### src/common/pbm_map.vh
/*
 * constants of the basic mode control register: management address,
 * field positions, reset value, frame layout and timing counts.
 * assumes a 125 MHz system clock and clause-22 style management frames.
 */
`ifndef PBM_MAP_VH
`define PBM_MAP_VH

// register address inside the device
`define PBM_CTRL_OFFSET 5'h00
// value after reset, auto-negotiation strap not yet applied
`define PBM_CTRL_RESET 16'h3100

// field positions
`define PBM_BIT_SRESET 15
`define PBM_BIT_LOOP 14
`define PBM_BIT_SPEED 13
`define PBM_BIT_ANEN 12
`define PBM_BIT_PWDN 11
`define PBM_BIT_ISO 10
`define PBM_BIT_RESTART 9
`define PBM_BIT_DUPLEX 8
`define PBM_BIT_COLTEST 7
`define PBM_RSVD_MSB 6

// length of a software reset in clock cycles
`define PBM_SRESET_CYCLES 8'h10
// cycle after reset release at which the strap is taken
`define PBM_STRAP_AT 2'h2

// management frame layout
`define PBM_PREAMBLE_LEN 6'h20
`define PBM_HDR_LAST 4'hC
`define PBM_DATA_LAST 4'hF
`define PBM_OP_READ 2'h2
`define PBM_OP_WRITE 2'h1

// collision test timing: bit times, ns, derived cycle bounds
`define PBM_CLK_NS 8
`define PBM_BIT_NS_100 10
`define PBM_COL_ON_BITS 512
`define PBM_COL_OFF_BITS 4
`define PBM_COL_ON_CYC ((`PBM_COL_ON_BITS * `PBM_BIT_NS_100) / `PBM_CLK_NS)
`define PBM_COL_OFF_CYC ((`PBM_COL_OFF_BITS * `PBM_BIT_NS_100) / `PBM_CLK_NS)

`endif

### src/core/pbm_mdio_slave.v
/*
 * serial management frame engine: finds preamble, decodes the header,
 * shifts read data out and write data in for one register address.
 * assumes mdc edges and mdio level already synchronised by the caller.
 */
`timescale 1ns/1ps
`include "pbm_map.vh"
`default_nettype none

module pbm_mdio_slave #(
    parameter [4:0] PHY_ADDR = 5'h00
) (
    // clock and reset
    input  wire        clk,
    input  wire        rst,
    // synchronised management line
    input  wire        mdc_rise,
    input  wire        mdio_s,
    // register side
    input  wire [15:0] reg_rdata,
    output reg         wr_stb,
    output reg  [15:0] wr_data,
    // management data drive
    output reg         mdio_out,
    output reg         mdio_oe
);

    // frame states
    localparam [1:0] S_PRE = 2'h0;
    localparam [1:0] S_HDR = 2'h1;
    localparam [1:0] S_TA  = 2'h2;
    localparam [1:0] S_DAT = 2'h3;

    reg [1:0]  state;    // frame position
    reg [5:0]  pre_cnt;  // consecutive ones seen
    reg [3:0]  bit_cnt;  // bit within header, turnaround or data
    reg [11:0] hdr;      // header bits collected so far
    reg [15:0] shift;    // data shifter, both directions
    reg        rd_mode;  // read aimed at this register
    reg        wr_mode;  // write aimed at this register
    wire [12:0] hdr_full; // header including the bit on the line now

    assign hdr_full = {hdr, mdio_s};

    // everything moves on the rising mdc edge; the host samples on the
    // next rising edge, so driving right after an edge gives a full period
    always @(posedge clk or posedge rst) begin
        if (rst) begin
            state    <= S_PRE;
            pre_cnt  <= 6'h00;
            bit_cnt  <= 4'h0;
            hdr      <= 12'h000;
            shift    <= 16'h0000;
            rd_mode  <= 1'b0;
            wr_mode  <= 1'b0;
            wr_stb   <= 1'b0;
            wr_data  <= 16'h0000;
            mdio_out <= 1'b0;
            mdio_oe  <= 1'b0;
        end else begin
            wr_stb <= 1'b0;
            if (mdc_rise) begin
                case (state)
                    S_PRE: begin
                        if (mdio_s) begin
                            // saturate so long idle lines do not wrap
                            if (pre_cnt != `PBM_PREAMBLE_LEN)
                                pre_cnt <= pre_cnt + 6'h01;
                        end else begin
                            // zero after full preamble is the start bit
                            if (pre_cnt == `PBM_PREAMBLE_LEN) begin
                                state   <= S_HDR;
                                bit_cnt <= 4'h0;
                                hdr     <= 12'h000;
                            end
                            pre_cnt <= 6'h00;
                        end
                    end
                    S_HDR: begin
                        hdr     <= hdr_full[11:0];
                        bit_cnt <= bit_cnt + 4'h1;
                        if (bit_cnt == `PBM_HDR_LAST) begin
                            bit_cnt <= 4'h0;
                            rd_mode <= hdr_full[12] && hdr_full[9:5] == PHY_ADDR
                                && hdr_full[4:0] == `PBM_CTRL_OFFSET
                                && hdr_full[11:10] == `PBM_OP_READ;
                            wr_mode <= hdr_full[12] && hdr_full[9:5] == PHY_ADDR
                                && hdr_full[4:0] == `PBM_CTRL_OFFSET
                                && hdr_full[11:10] == `PBM_OP_WRITE;
                            // a broken start or other address just waits out
                            state   <= S_TA;
                        end
                    end
                    S_TA: begin
                        bit_cnt <= bit_cnt + 4'h1;
                        if (bit_cnt == 4'h0) begin
                            // second turnaround bit is driven low on reads
                            mdio_oe  <= rd_mode;
                            mdio_out <= 1'b0;
                        end else begin
                            state    <= S_DAT;
                            bit_cnt  <= 4'h0;
                            // latest register value is taken here
                            mdio_out <= reg_rdata[15] & rd_mode;
                            shift    <= {reg_rdata[14:0], 1'b0};
                        end
                    end
                    default: begin
                        bit_cnt <= bit_cnt + 4'h1;
                        if (rd_mode) begin
                            mdio_out <= shift[15];
                            shift    <= {shift[14:0], 1'b0};
                        end else begin
                            shift <= {shift[14:0], mdio_s};
                        end
                        if (bit_cnt == `PBM_DATA_LAST) begin
                            state   <= S_PRE;
                            mdio_oe <= 1'b0;
                            wr_stb  <= wr_mode;
                            wr_data <= {shift[14:0], mdio_s};
                        end
                    end
                endcase
            end
        end
    end

endmodule

`default_nettype wire

### src/core/pbm_basic_mode_control.v
/*
 * basic mode control register of a 10/100 ethernet transceiver, reached
 * over the serial management pins, with its control outputs.
 * assumes an auto-negotiation engine, pcs and mac data path outside that
 * consume the control levels; pins arrive asynchronous to clk.
 */
// Operation
// - top bit runs self-clearing pcs software reset
// - loopback bit returns mac transmit to receive
// - speed bit picks 10 or 100, resets one
// - negotiation enable, strap default, overrides speed/duplex
// - negotiation off: only bits 8, 13 rule
// - power-down stops all but register access
// - low sleep pin powers down, sets bit
// - isolate bit cuts mac data interface
// - isolated clock master stops reference clock
// - restart writes ignored while negotiation disabled
// - restart bit reads one until negotiation starts
// - writing zero never stops running negotiation
// - duplex bit picks half or full, resets one
// - collision test raises col after tx enable
// - collision test drops col after tx enable falls
`timescale 1ns/1ps
`include "pbm_map.vh"
`default_nettype none

module pbm_basic_mode_control #(
    parameter [4:0] PHY_ADDR = 5'h00
) (
    // clock and reset
    input  wire clk,
    input  wire rst,
    // serial management pins
    input  wire mdc,
    input  wire mdio_in,
    output wire mdio_out,
    output wire mdio_oe,
    // straps and pins
    input  wire irq_or_sleep_pin_n,
    input  wire negotiation_off_strap,
    input  wire rmii_master_strap,
    input  wire tx_en,
    // auto-negotiation engine
    input  wire an_started,
    input  wire an_speed_100,
    input  wire an_full_duplex,
    output reg  an_enable,
    output reg  an_restart,
    // pcs and mac path control
    output reg  pcs_soft_reset,
    output reg  mac_loopback,
    output reg  link_speed_100,
    output reg  link_full_duplex,
    output reg  power_down,
    output reg  mac_isolate,
    output reg  ref_clk_enable,
    output reg  col
);

    // pin synchronisers: stage one feeds stage two only
    reg [5:0] sync1;       // first stage of mdc, mdio, pin, straps, tx_en
    reg [5:0] sync2;       // second stage, safe to read
    reg       mdc_last;    // previous synchronised mdc level
    wire      mdc_s;       // synchronised management clock
    wire      mdio_s;      // synchronised management data
    wire      sleep_low_s; // sleep pin held low
    wire      strap_s;     // negotiation-off strap level
    wire      master_s;    // reference clock master strap level
    wire      tx_en_s;     // synchronised transmit enable
    wire      mdc_rise;    // one-cycle rising edge of mdc

    // register fields
    reg       f_loop;      // loopback
    reg       f_speed;     // manual speed, 1 = 100
    reg       f_anen;      // negotiation enable
    reg       f_pwdn;      // power-down bit
    reg       f_iso;       // isolate
    reg       f_restart;   // restart pending
    reg       f_duplex;    // manual duplex, 1 = full
    reg       f_coltest;   // collision test
    reg [7:0] sreset_cnt;  // software reset cycles left
    reg       strap_val;   // strap taken after reset release
    reg [1:0] strap_cnt;   // cycles since reset release
    wire [15:0] ctrl_dflt = `PBM_CTRL_RESET; // defaults for a software reset

    // next values of the fields
    reg       next_loop;
    reg       next_speed;
    reg       next_anen;
    reg       next_pwdn;
    reg       next_iso;
    reg       next_restart;
    reg       next_duplex;
    reg       next_coltest;
    reg [7:0] next_sreset_cnt;
    reg       next_an_restart;

    // management engine interface
    wire        wr_stb;    // one-cycle write strobe
    wire [15:0] wr_data;   // written word
    wire [15:0] rd_word;   // word the station reads
    wire        sreset_busy;
    wire        pwdn_any;

    // read-back word; reserved bits read as zero
    function [15:0] pbm_pack;
        input       busy;
        input [7:0] f;
        begin
            pbm_pack = {busy, f, {(`PBM_RSVD_MSB + 1){1'b0}}};
        end
    endfunction

    assign mdc_s       = sync2[0];
    assign mdio_s      = sync2[1];
    assign sleep_low_s = ~sync2[2];
    assign strap_s     = sync2[3];
    assign master_s    = sync2[4];
    assign tx_en_s     = sync2[5];
    assign mdc_rise    = mdc_s & ~mdc_last;
    assign sreset_busy = (sreset_cnt != 8'h00);
    assign pwdn_any    = f_pwdn | sleep_low_s;
    assign rd_word     = pbm_pack(sreset_busy, {f_loop, f_speed, f_anen,
                                  f_pwdn, f_iso, f_restart, f_duplex,
                                  f_coltest});

    // two-flop synchronisers and mdc edge memory
    always @(posedge clk or posedge rst) begin
        if (rst) begin
            sync1    <= 6'h04;
            sync2    <= 6'h04;
            mdc_last <= 1'b0;
        end else begin
            sync1    <= {tx_en, rmii_master_strap, negotiation_off_strap,
                         irq_or_sleep_pin_n, mdio_in, mdc};
            sync2    <= sync1;
            mdc_last <= mdc_s;
        end
    end

    // strap is caught once the synchroniser holds a real sample, never
    // from the asynchronous reset itself
    always @(posedge clk or posedge rst) begin
        if (rst) begin
            strap_cnt <= 2'h0;
            strap_val <= 1'b0;
        end else begin
            if (strap_cnt != 2'h3)
                strap_cnt <= strap_cnt + 2'h1;
            if (strap_cnt == `PBM_STRAP_AT)
                strap_val <= strap_s;
        end
    end

    // next-state of the register fields
    always @* begin
        next_loop       = f_loop;
        next_speed      = f_speed;
        next_anen       = f_anen;
        next_pwdn       = f_pwdn;
        next_iso        = f_iso;
        next_restart    = f_restart;
        next_duplex     = f_duplex;
        next_coltest    = f_coltest;
        next_sreset_cnt = sreset_cnt;
        next_an_restart = 1'b0;
        if (strap_cnt == `PBM_STRAP_AT) begin
            // strap overrides the default enable
            next_anen = ~strap_s;
        end
        if (sreset_busy) begin
            // reset in progress: count down, writes are not taken
            next_sreset_cnt = sreset_cnt - 8'h01;
        end else if (wr_stb) begin
            if (wr_data[`PBM_BIT_SRESET]) begin
                // pcs fields back to default, strap kept
                next_sreset_cnt = `PBM_SRESET_CYCLES;
                next_loop    = ctrl_dflt[`PBM_BIT_LOOP];
                next_speed   = ctrl_dflt[`PBM_BIT_SPEED];
                next_anen    = ~strap_val;
                next_pwdn    = ctrl_dflt[`PBM_BIT_PWDN];
                next_iso     = ctrl_dflt[`PBM_BIT_ISO];
                next_restart = 1'b0;
                next_duplex  = ctrl_dflt[`PBM_BIT_DUPLEX];
                next_coltest = ctrl_dflt[`PBM_BIT_COLTEST];
            end else begin
                next_loop    = wr_data[`PBM_BIT_LOOP];
                next_speed   = wr_data[`PBM_BIT_SPEED];
                next_anen    = wr_data[`PBM_BIT_ANEN];
                next_pwdn    = wr_data[`PBM_BIT_PWDN];
                next_iso     = wr_data[`PBM_BIT_ISO];
                next_duplex  = wr_data[`PBM_BIT_DUPLEX];
                next_coltest = wr_data[`PBM_BIT_COLTEST];
                // a zero leaves a pending restart alone
                if (wr_data[`PBM_BIT_RESTART] && wr_data[`PBM_BIT_ANEN]) begin
                    next_restart    = 1'b1;
                    next_an_restart = 1'b1;
                end
            end
        end
        // engine has picked up the restart: bit clears itself, but a
        // restart written in the same cycle stays pending
        if (an_started && !next_an_restart)
            next_restart = 1'b0;
        // nothing to restart while negotiation is off
        if (!next_anen) begin
            next_restart    = 1'b0;
            next_an_restart = 1'b0;
        end
        // the low pin sets the bit and beats any write of zero
        if (sleep_low_s)
            next_pwdn = 1'b1;
    end

    // field flops
    always @(posedge clk or posedge rst) begin
        if (rst) begin
            f_loop     <= 1'b0;
            f_speed    <= 1'b1;
            f_anen     <= 1'b1;
            f_pwdn     <= 1'b0;
            f_iso      <= 1'b0;
            f_restart  <= 1'b0;
            f_duplex   <= 1'b1;
            f_coltest  <= 1'b0;
            sreset_cnt <= 8'h00;
        end else begin
            f_loop     <= next_loop;
            f_speed    <= next_speed;
            f_anen     <= next_anen;
            f_pwdn     <= next_pwdn;
            f_iso      <= next_iso;
            f_restart  <= next_restart;
            f_duplex   <= next_duplex;
            f_coltest  <= next_coltest;
            sreset_cnt <= next_sreset_cnt;
        end
    end

    // registered control outputs
    always @(posedge clk or posedge rst) begin
        if (rst) begin
            an_enable        <= 1'b1;
            an_restart       <= 1'b0;
            pcs_soft_reset   <= 1'b0;
            mac_loopback     <= 1'b0;
            link_speed_100   <= 1'b1;
            link_full_duplex <= 1'b1;
            power_down       <= 1'b0;
            mac_isolate      <= 1'b0;
            ref_clk_enable   <= 1'b1;
        end else begin
            an_enable      <= f_anen;
            // restart pulse is not sent into a powered-down engine
            an_restart     <= next_an_restart & ~pwdn_any;
            pcs_soft_reset <= sreset_busy;
            mac_loopback   <= f_loop & ~pwdn_any;
            // manual bits only count with negotiation off
            if (f_anen) begin
                link_speed_100   <= an_speed_100;
                link_full_duplex <= an_full_duplex;
            end else begin
                link_speed_100   <= f_speed;
                link_full_duplex <= f_duplex;
            end
            power_down  <= pwdn_any;
            mac_isolate <= f_iso;
            // only the clock master owns the reference clock
            ref_clk_enable <= ~(f_iso & master_s);
        end
    end

    // collision test: sync plus one flop gives 3 cycles (24 ns) each way,
    // well inside both the on bound and the 4 bit-time off bound at 100M
    always @(posedge clk or posedge rst) begin
        if (rst) begin
            col <= 1'b0;
        end else begin
            col <= f_coltest & tx_en_s & ~f_iso & ~pwdn_any;
        end
    end

    // frame engine; keeps running through power-down and isolation
    pbm_mdio_slave #(
        .PHY_ADDR (PHY_ADDR)
    ) u_mdio (
        .clk       (clk),
        .rst       (rst),
        .mdc_rise  (mdc_rise),
        .mdio_s    (mdio_s),
        .reg_rdata (rd_word),
        .wr_stb    (wr_stb),
        .wr_data   (wr_data),
        .mdio_out  (mdio_out),
        .mdio_oe   (mdio_oe)
    );

endmodule

`default_nettype wire

### config.mk
export PLATFORM = sky130hd
export DESIGN_NAME = pbm_basic_mode_control
export DESIGN_NICKNAME = d
export VERILOG_FILES = /design/src/core/pbm_mdio_slave.v /design/src/core/pbm_basic_mode_control.v
export VERILOG_INCLUDE_DIRS = /design/src /design/src/common
export SDC_FILE = /design/constraint.sdc
export NUM_CORES = 1
export LEC_CHECK = 0
export ABC_AREA = 1
export BUFFER_PORTS_ARGS = -buffer_cell sky130_fd_sc_hd__buf_4
export CAP_MARGIN = 20
export CORE_MARGIN = 1
export CORE_UTILIZATION = 40
export CTS_BUF_LIST = sky130_fd_sc_hd__clkbuf_4 sky130_fd_sc_hd__clkbuf_8
export CTS_CLUSTER_SIZE = 30
export DETAILED_ROUTE_END_ITERATION = 16
export GPL_TIMING_DRIVEN = 0
export PLACE_DENSITY = 0.54
export SLEW_MARGIN = 5
export SYNTH_ARGS = -nofsm -noshare
export SYNTH_HDL_FRONTEND = slang
export SYNTH_SLANG_ARGS = --single-unit
### constraint.sdc
create_clock -name clk -period 3.65 [get_ports clk]
set_clock_uncertainty 0.1 [all_clocks]
set_input_delay 0.1825 -clock clk [delete_from_list [all_inputs] [get_ports clk]]
set_output_delay 0.1825 -clock clk [all_outputs]
set_load 0.02 [all_outputs]
==> results of run 1 <==
-- metrics by stage --
step | power (mW) | hold WS, ns | std cells | TNS, ns | area [um^2]
4_1_cts | 1.854 | 0.1361 | 651 | 0 | 5047
6_report | 1.821 | 0.1556 | 651 | 0 | 5047
5_1_grt | 1.907 | 0.1988 | 651 | 0 | 5047
3_5_place_dp | 1.179 | 0.1918 | 626 | 0 | 4775
2_1_floorplan | 1.151 | 0.08698 | 467 | 0 | 4409
3_3_place_gp | 1.174 | 0.1905 | 625 | -33.31 | 4745
-- power breakdown --
part	switching, mW	internal [mW]	leakage, nW
clock	0.398	0.260	0.0925
sequential	0.00837	1.08	1.26
combinational	0.0459	0.0289	1.03
total	0.452	1.37	2.38
-- critical path, stage by stage (launching register included) --
cell      delay, ns
dfrtp_1        0.43
inv_1          0.09
ha_1           0.28
inv_2          0.14
clkbuf_1       0.41
nand2_1        0.10
o211ai_1       0.10
o21ai_0        0.11
-- layer usage --
metal  track usage, %  vias up
met1            20.99     1426
met4            4.795        0
li1                 -     1582
met2            25.76       22
met3            3.283        5
met5                0        -
-- sequential cells by signal, indices dropped and copies added (netlist names), 2 cells and up --
register        count
u_mdio.shift       16
u_mdio.hdr         12
u_mdio.wr_data      9
sreset_cnt          8
sync1               6
sync2               6
u_mdio.pre_cnt      6
u_mdio.bit_cnt      4
strap_cnt           2
u_mdio.state        2
-- logic make-up after synthesis --
logic type,Yosys count
simple gates,190
buf+inv,79
compound gates,83
flops,96
xor+xnor,7
fa+ha+maj,12
-- final cells by class --
class,count,area (um^2)
Buffer,10,78.83
Clock buffer,9,123.9
Clock inverter,7,58.81
Fill cell,1015,5461
Inverter,69,266.5
Multi-Input combinational cell,292,1653
Sequential cell,96,2414
Tap cell,136,170.2
Timing Repair Buffer,32,282.8
-- worst min path at each step --
stage / startpoint / slack, ns / depth (start not counted) / endpoint
final: an_started / 0.16 / 5 / f_restart$_DFFE_PP0P_
after global routing: an_started / 0.20 / 5 / f_restart$_DFFE_PP0P_
after CTS: an_started / 0.14 / 5 / f_restart$_DFFE_PP0P_
after detailed placement: rst / 0.19 / 2 / pcs_soft_reset$_DFF_PP0_
after global placement: irq_or_sleep_pin_n / 0.19 / 1 / sync1[2]$_DFF_PP1_
after floorplan: irq_or_sleep_pin_n / 0.09 / 0 / sync1[2]$_DFF_PP1_
-- placed cells by master (no fill, tap or decap), types with 7 or more instances in the layout --
cell type,count
a21oi_1,7
buf_4,24
clkbuf_8,9
dfrtp_1,87
dfstp_2,9
dlygate4sd3_1,9
ha_1,12
inv_1,54
inv_2,10
nand2_1,119
nand3_1,15
nor2_1,21
o21ai_0,27
o21ai_1,17
o21ai_2,14
o22ai_2,7
==> metrics.md, run 1 <==
| Metric | Value |
|---|---|
| Status | `complete, no violations` |
| Register bit total from synthesis | `96` |
| Ports | `23` |
| Fmax | `~0.54 GHz` |
| CTS resizes | `0` |
| Routed wire length per instance | `~12 um` |
| Highest Signal Layer | `met4` |
| Synth Instances | `~470` |
| Slew @ Worst Pin | `0.5543 ns` |
| Number of global-route vias before repair | `around 3,000` |
| Num CTS Buffers | `9` |
| CTS Hold Bufs | `9` |
| Total GRT Usage | `15.75%` |
| Worst R2R End | `u_mdio.shift[12]$_DFFE_PP0P_` |
| Worst vdd ir | `between 0.0003 and 0.0004 V` |
| Leakage | `approximately 2.4 nW` |
| Met2 WL | `roughly 3.8 mm` |
| WS Path Type | `reg2reg` |
| Htree depth | `3` |
| Most frequent cell after synthesis | `nand2_1` |
| Final GP Congestion | `about 0.74` |
| Startpoint Class | `register` |
| Clock Path Buffers | `2` |
| Top FF cell, synth | `dfrtp_1` |
| Antenna viol nets, final | `0` |
| Final Hold Violating Endpoints | `0` |
| Drt first pass iters | `6` |
| CTS tree | `built` |
| EDFF count, synth | `0` |
| Die H | `107.0 um` |
| Slew margin rel. | `approximately 63%` |
| Fin nets | `about 530` |
| XOR/XNOR Fraction of Synth Area | `1.390%` |
| First-pass GRT wire length | `~14 mm` |
| Worst min path class | `in2reg` |
| Minimum clock period | `around 1.9 ns` |
| Max Cap Violations | `0` |
| Post-synthesis mux area share | `0%` |
| Die area | `11,450 um^2` |
| Clk_lat worst skew | `0.37 ns` |
| Clock sinks | `96` |
| Combinational family with the most area after synthesis | `simple AND/OR/NAND/NOR gates` |
| Crit path max fanout | `10` |
| Most instantiated cells after synthesis | `nand2_1 (119), dfrtp_1 (87), inv_1 (55)` |
| Largest net degree at the start of global routing | `55` |
| Synth Cell Area | `roughly 4400 um^2` |
| Top cell type's share of synthesized area | `between 40 and 50%` |
| Post-Synth Simple-Gate Area | `20.18%` |
| CP Launch Point | `u_mdio.state[0]$_DFFE_PP0P_` |
| Met3 WL | `roughly 140 um` |
| Final HPWL from detailed placement | `5.536 mm` |
| Ranking of synthesized cells by area | `dfrtp_1 (49%), nand2_1 (10%), dfstp_2 (5.4%), inv_1 (4.7%), ha_1 (3.4%)` |
| I/O Buffers | `22` |
| Post-synthesis async set-or-reset flop share | `100.0%` |
| Syn_nets | `490` |
| Post-Synth Adder-Cell Area | `~3.4%` |
| Reg2Reg Setup Slack | `1.79 ns` |
| Core area | `10,510 um^2` |
| Initial antenna violation count | `0` |
| Starting Density | `a little over two fifths` |
| Post-synthesis compound-gate area fraction | `roughly 13%` |
| Worst Path Arrival | `around 2.0 ns` |
| Critical Path Sink | `u_mdio.shift[12]$_DFFE_PP0P_` |
| # rows | `37` |
| Count of unique library cells instantiated by Yosys | `between 40 and 50` |
| Synth-to-layout area growth | `14.47%` |
| PwrDens | `360.9 nW/um^2` |
| Crit. End Element | `register` |
| Share of layout cells above drive strength 1 | `a little over a fifth` |
| Final period util | `50.99%` |
| Clock Pin Slew Worst Setup and Hold Paths | `about 0.1 ns` |
| Root buffer selected by CTS | `clkbuf_8` |
| Max-slew violation count | `0` |
| Diode count | `0` |
| Synth area leader | `dfrtp_1` |
| Reg2Reg Depth | `7` |
| Mapped Avg Cell Area | `between 9 and 10 um^2` |
| Final setup viols | `0` |
| Starting DRT DRC Count | `77` |
| Die Wd | `between 100 and 150 um` |
| Util after Layout | `48.03%` |
| DRC | `0` |
| Required @ worst endpoint | `3.79 ns` |
| Final Routed Wirelength | `roughly 8.0 mm` |
| DRT met1 WL | `between 3 and 4 mm` |
| Final WS setup | `approximately 1.8 ns` |
| Vias/cell | `4.662` |
| Routed vias | `between 3,000 and 4,000` |
| Setup repair bufs after CTS | `0` |
| Pre-CTS setup slack | `~1.8 ns` |
| RSZ-0062 raised after global routing | `no` |
| Reg-to-reg startpoint | `u_mdio.state[0]$_DFFE_PP0P_` |
| Synthesis warning total | `0` |
| Sequential-to-total area share from yosys stat | `a little over half` |
| Total gr overflow | `0` |
Note: power is estimated with default switching activity, not from simulation.
==> inputs of run 2 (changes only) <==
--- a/config.mk
+++ b/config.mk
@@ -6,7 +6,7 @@
 export SDC_FILE = /design/constraint.sdc
 export NUM_CORES = 1
 export LEC_CHECK = 0
-export ABC_AREA = 1
+export ABC_AREA = 0
 export BUFFER_PORTS_ARGS = -buffer_cell sky130_fd_sc_hd__buf_4
 export CAP_MARGIN = 20
 export CORE_MARGIN = 1
@@ -15,7 +15,7 @@
 export CTS_CLUSTER_SIZE = 30
 export DETAILED_ROUTE_END_ITERATION = 16
 export GPL_TIMING_DRIVEN = 0
-export PLACE_DENSITY = 0.54
+export PLACE_DENSITY = 0.56
 export SLEW_MARGIN = 5
 export SYNTH_ARGS = -nofsm -noshare
 export SYNTH_HDL_FRONTEND = slang
==> constraint.sdc (replaced) <==
create_clock -name clk -period 1.7 [get_ports clk]
set_clock_uncertainty 0.1 [all_clocks]
set_input_delay 0.085 -clock clk [delete_from_list [all_inputs] [get_ports clk]]
set_output_delay 0.085 -clock clk [all_outputs]
set_load 0.02 [all_outputs]
==> run 2 against run 1 <==
  * Largest cell class unchanged
  * Highest routed layer unchanged
  * The run now ends with setup timing left
  * Worst setup slack lost 2.1 ns
  * Die area shrank 6.7%
  * Core utilization grew 10 points
  * Critical path depth shrank 3
  * Final cell count shrank 9.7%
  * First-iteration DRC count grew 52%
==> metrics.md, run 2 <==
| Metric | Value |
|---|---|
| Synth Cell Area | `4110 um^2` |
| Crit path max fanout | `6` |
| Mapped Avg Cell Area | `about 12 um^2` |
| Final WS setup | `-0.3236 ns` |
| Register bit total from synthesis | `96` |
| Minimum clock period | `~2.0 ns` |
| Ports | `23` |
| Die Wd | `103.4 um` |
| Cell family with most CP delay | `simple AND/OR/NAND/NOR gates` |
| Largest register by flop count | `u_mdio.shift` |
| Most common cell after layout, fill and taps aside | `dfrtp_1` |
| RSZ-0062 raised after global routing | `yes` |
| I/O Buffers | `22` |
| Hold Path Stages | `0` |
| Diode count | `0` |
| Starting Density | `about two fifths` |
| Final Power | `around 4.0 mW` |
| Worst min path class | `reg2reg` |
| Util after Layout | `58.51%` |
| Final period util | `119.0%` |
| First-pass GRT wire length | `between 10 and 15 mm` |
| Synthesis warning total | `0` |
| DRC | `0` |
| Clock Pin Slew Worst Setup and Hold Paths | `approximately 0.1 ns` |
| Initial antenna violation count | `0` |
| Slew @ Worst Pin | `0.6719 ns` |
| Final GP Congestion | `0.7429` |
| Total GRT Usage | `17.18%` |
| Starting DRT DRC Count | `about 120` |
| Clock Path Buffers | `2` |
| Failing checks | `setup timing` |
| Vias/cell | `5.095` |
| Sequential-to-total area share from yosys stat | `58.72%` |
| Die H | `~100 um` |
| Reg2Reg Setup Slack | `-0.32 ns` |
| Required @ worst endpoint | `between 1.5 and 2 ns` |
| Root buffer selected by CTS | `clkbuf_8` |
| Cell area after layout | `between 5000 and 6000 um^2` |
| Final Hold Violating Endpoints | `0` |
| Reg-to-reg startpoint | `sync2[1]$_DFF_PP0_` |
| Fin nets | `473` |
| Slew margin rel. | `a little under three fifths` |
| Leakage | `between 2 and 3 nW` |
| PwrDens | `between 600 and 700 nW/um^2` |
| Fin Hold WS | `~0.26 ns` |
| Share of layout cells above drive strength 1 | `around 42%` |
| Synth-to-layout area growth | `40.43%` |
| WS Path Type | `reg2reg` |
| Top flop regs | `u_mdio.shift x16, u_mdio.hdr x12, u_mdio.wr_data x9` |
| Clock sinks | `96` |
| Startpoint Class | `register` |
| Drt first pass iters | `4` |
| Clk_lat worst skew | `0.36 ns` |
| CTS tree | `built` |
| Routed wire length per instance | `around 15 um` |
| Syn_nets | `380` |
| Reg2Reg Depth | `4` |
| Max Cap Violations | `0` |
| Number of global-route vias before repair | `slightly below 3,000` |
| Max stage delay on crit path | `approximately 0.54 ns` |
| Max reg flops | `16` |
| Worst Path Arrival | `around 2.2 ns` |
| Worst R2R End | `u_mdio.state[1]$_DFFE_PP0P_` |
| WP buf/inv | `0` |
| Die area | `between 10,000 and 15,000 um^2` |
| Total gr overflow | `0` |
| Post-synthesis async set-or-reset flop share | `between 90% and 100%` |
| Count of unique library cells instantiated by Yosys | `51` |
| Most instantiated cells after synthesis | `dfrtp_1 (87), nand2_1 (39), o21ai_0 (27)` |
| Worst vdd ir | `approximately 0.00036 V` |
| Ranking of synthesized cells by area | `dfrtp_1 (53%), dfstp_2 (5.8%), a22o_1 (4.0%), ha_1 (3.7%), nand2_1 (3.6%)` |
| Status | `finished, violations left` |
| Critical Path Sink | `u_mdio.state[1]$_DFFE_PP0P_` |
| Max-slew violation count | `0` |
| Commonest non-fill, non-tap cells in the layout | `dfrtp_1 (83), buf_4 (56), nand2_1 (27), a22o_1 (19), o21ai_1 (15)` |
| EDFF count, synth | `0` |
| Post-placement cell count | `between 500 and 600` |
| Most frequent cell after synthesis | `dfrtp_1` |
| Final HPWL from detailed placement | `around 5.2 mm` |
| # rows | `36` |
| Critical-path cell list | `or4b_4, a2bb2oi_4, a211o_1, mux2_4` |
| Htree depth | `3` |
| Antenna viol nets, final | `0` |
| Top cell type's share of synthesized area | `52.97%` |
| Routed vias | `approximately 3,000` |
| Slowest CP cell | `or4b_4` |
| Finished Layout Cells | `588` |
| WP depth | `4` |
| Synth Instances | `~360` |
| Top FF cell, synth | `dfrtp_1` |
| Post-DP Area | `between 4000 and 5000 um^2` |
| Final Routed Wirelength | `roughly 8.7 mm` |
| Largest net degree at the start of global routing | `37` |
| Final setup viols | `57` |
| Crit. End Element | `register` |
| Synth area leader | `dfrtp_1` |
| Fmax | `between 0.4 and 0.5 GHz` |
| CP Launch Point | `sync2[1]$_DFF_PP0_` |
| Core area | `9864 um^2` |
| Num CTS Buffers | `9` |
[run 2: changes by cell type in the layout (fill, tap and decap cells not counted), moves of 11 or more]
cell     change
buf_6       +11
mux2i_1     +12
nand2_1     -92
buf_4       +32
inv_1       -41
a22o_1      +19
mux2_2      +11
nand3_1     -11
o21ai_0     -20
[run 2: logic make-up (layout without fill, tap and decap cells)]
kind of cell | Yosys count | in the layout | synth area share [%]
AO/OA/AOI/OAI | 79 | 79 | 13.09
XOR/XNOR | 3 | 3 | 0.6394
buffers and inverters | 34 | 132 | 3.531
adder cells (fa/ha/maj) | 12 | 12 | 3.653
multiplexers | 25 | 25 | 6.667
flip-flops | 96 | 96 | 58.72
AND/OR/NAND/NOR | 108 | 108 | 13.70
[run 2: cell type report]
cell class	instances	area (um^2)
clock buffer	10	131.4
tap	133	166.4
buffer	10	105.1
clock inverter	6	51.30
timing repair buffer	86	854.6
inverter	20	90.09
sequential	96	2419
multi-input combinational	227	1954
fill	799	4093
[run 2: worst min path at each step]
stage               slack [ns]          startpoint                  to
floorplan                -0.01  irq_or_sleep_pin_n  sync1[2]$_DFF_PP1_
global placement          0.09  irq_or_sleep_pin_n  sync1[2]$_DFF_PP1_
detailed placement         0.1             mdio_in  sync1[1]$_DFF_PP0_
CTS                       0.25  irq_or_sleep_pin_n  sync1[2]$_DFF_PP1_
global route              0.25             mdio_in  sync1[1]$_DFF_PP0_
finish                    0.26  sync1[4]$_DFF_PP0_  sync2[4]$_DFF_PP0_
[run 2: repair_timing]
action                                  in CTS  in global routing
pin swaps                                   10                 34
setup buffers                               22                 27
endpoints found under the hold margin       32                  0
endpoints found under the setup margin      61                 68
gates resized for setup                     37                 84
hold buffers                                10                  0
cloned                                       2                  3
[run 2: power by group]
group	switching (mW)	total (mW)	internal, mW
logic	0.112	0.227	0.114
clock network	0.836	1.41	0.572
registers	0.0251	2.35	2.32
total	0.974	3.98	3.01
[run 2: stage by stage]
step / worst slack [ns] / TNS, ns
global placement: -0.6208 / -38.96
global route: -0.3756 / -15.29
finish: -0.3236 / -9.869
floorplan: -0.3247 / -3.471
detailed placement: -0.6337 / -13.82
CTS: -0.3632 / -10.29
[run 2: worst register-to-register path, delay by kind of cell (launching register included)]
family / cells / cell delay [ns]
mux: 1 / 0.30
compound gates: 2 / 0.49
flops: 1 / 0.47
simple gates: 1 / 0.55
[run 2: routing by layer]
layer	wire (um)	part of all wire (%)	vias up	track usage, %
met2	4047	46	26	26.18
li1	-	-	1455	-
met1	4404	51	1503	24.77
met4	106	1.2	0	6.176
met3	148	1.7	12	2.823
met5	0	0	-	0
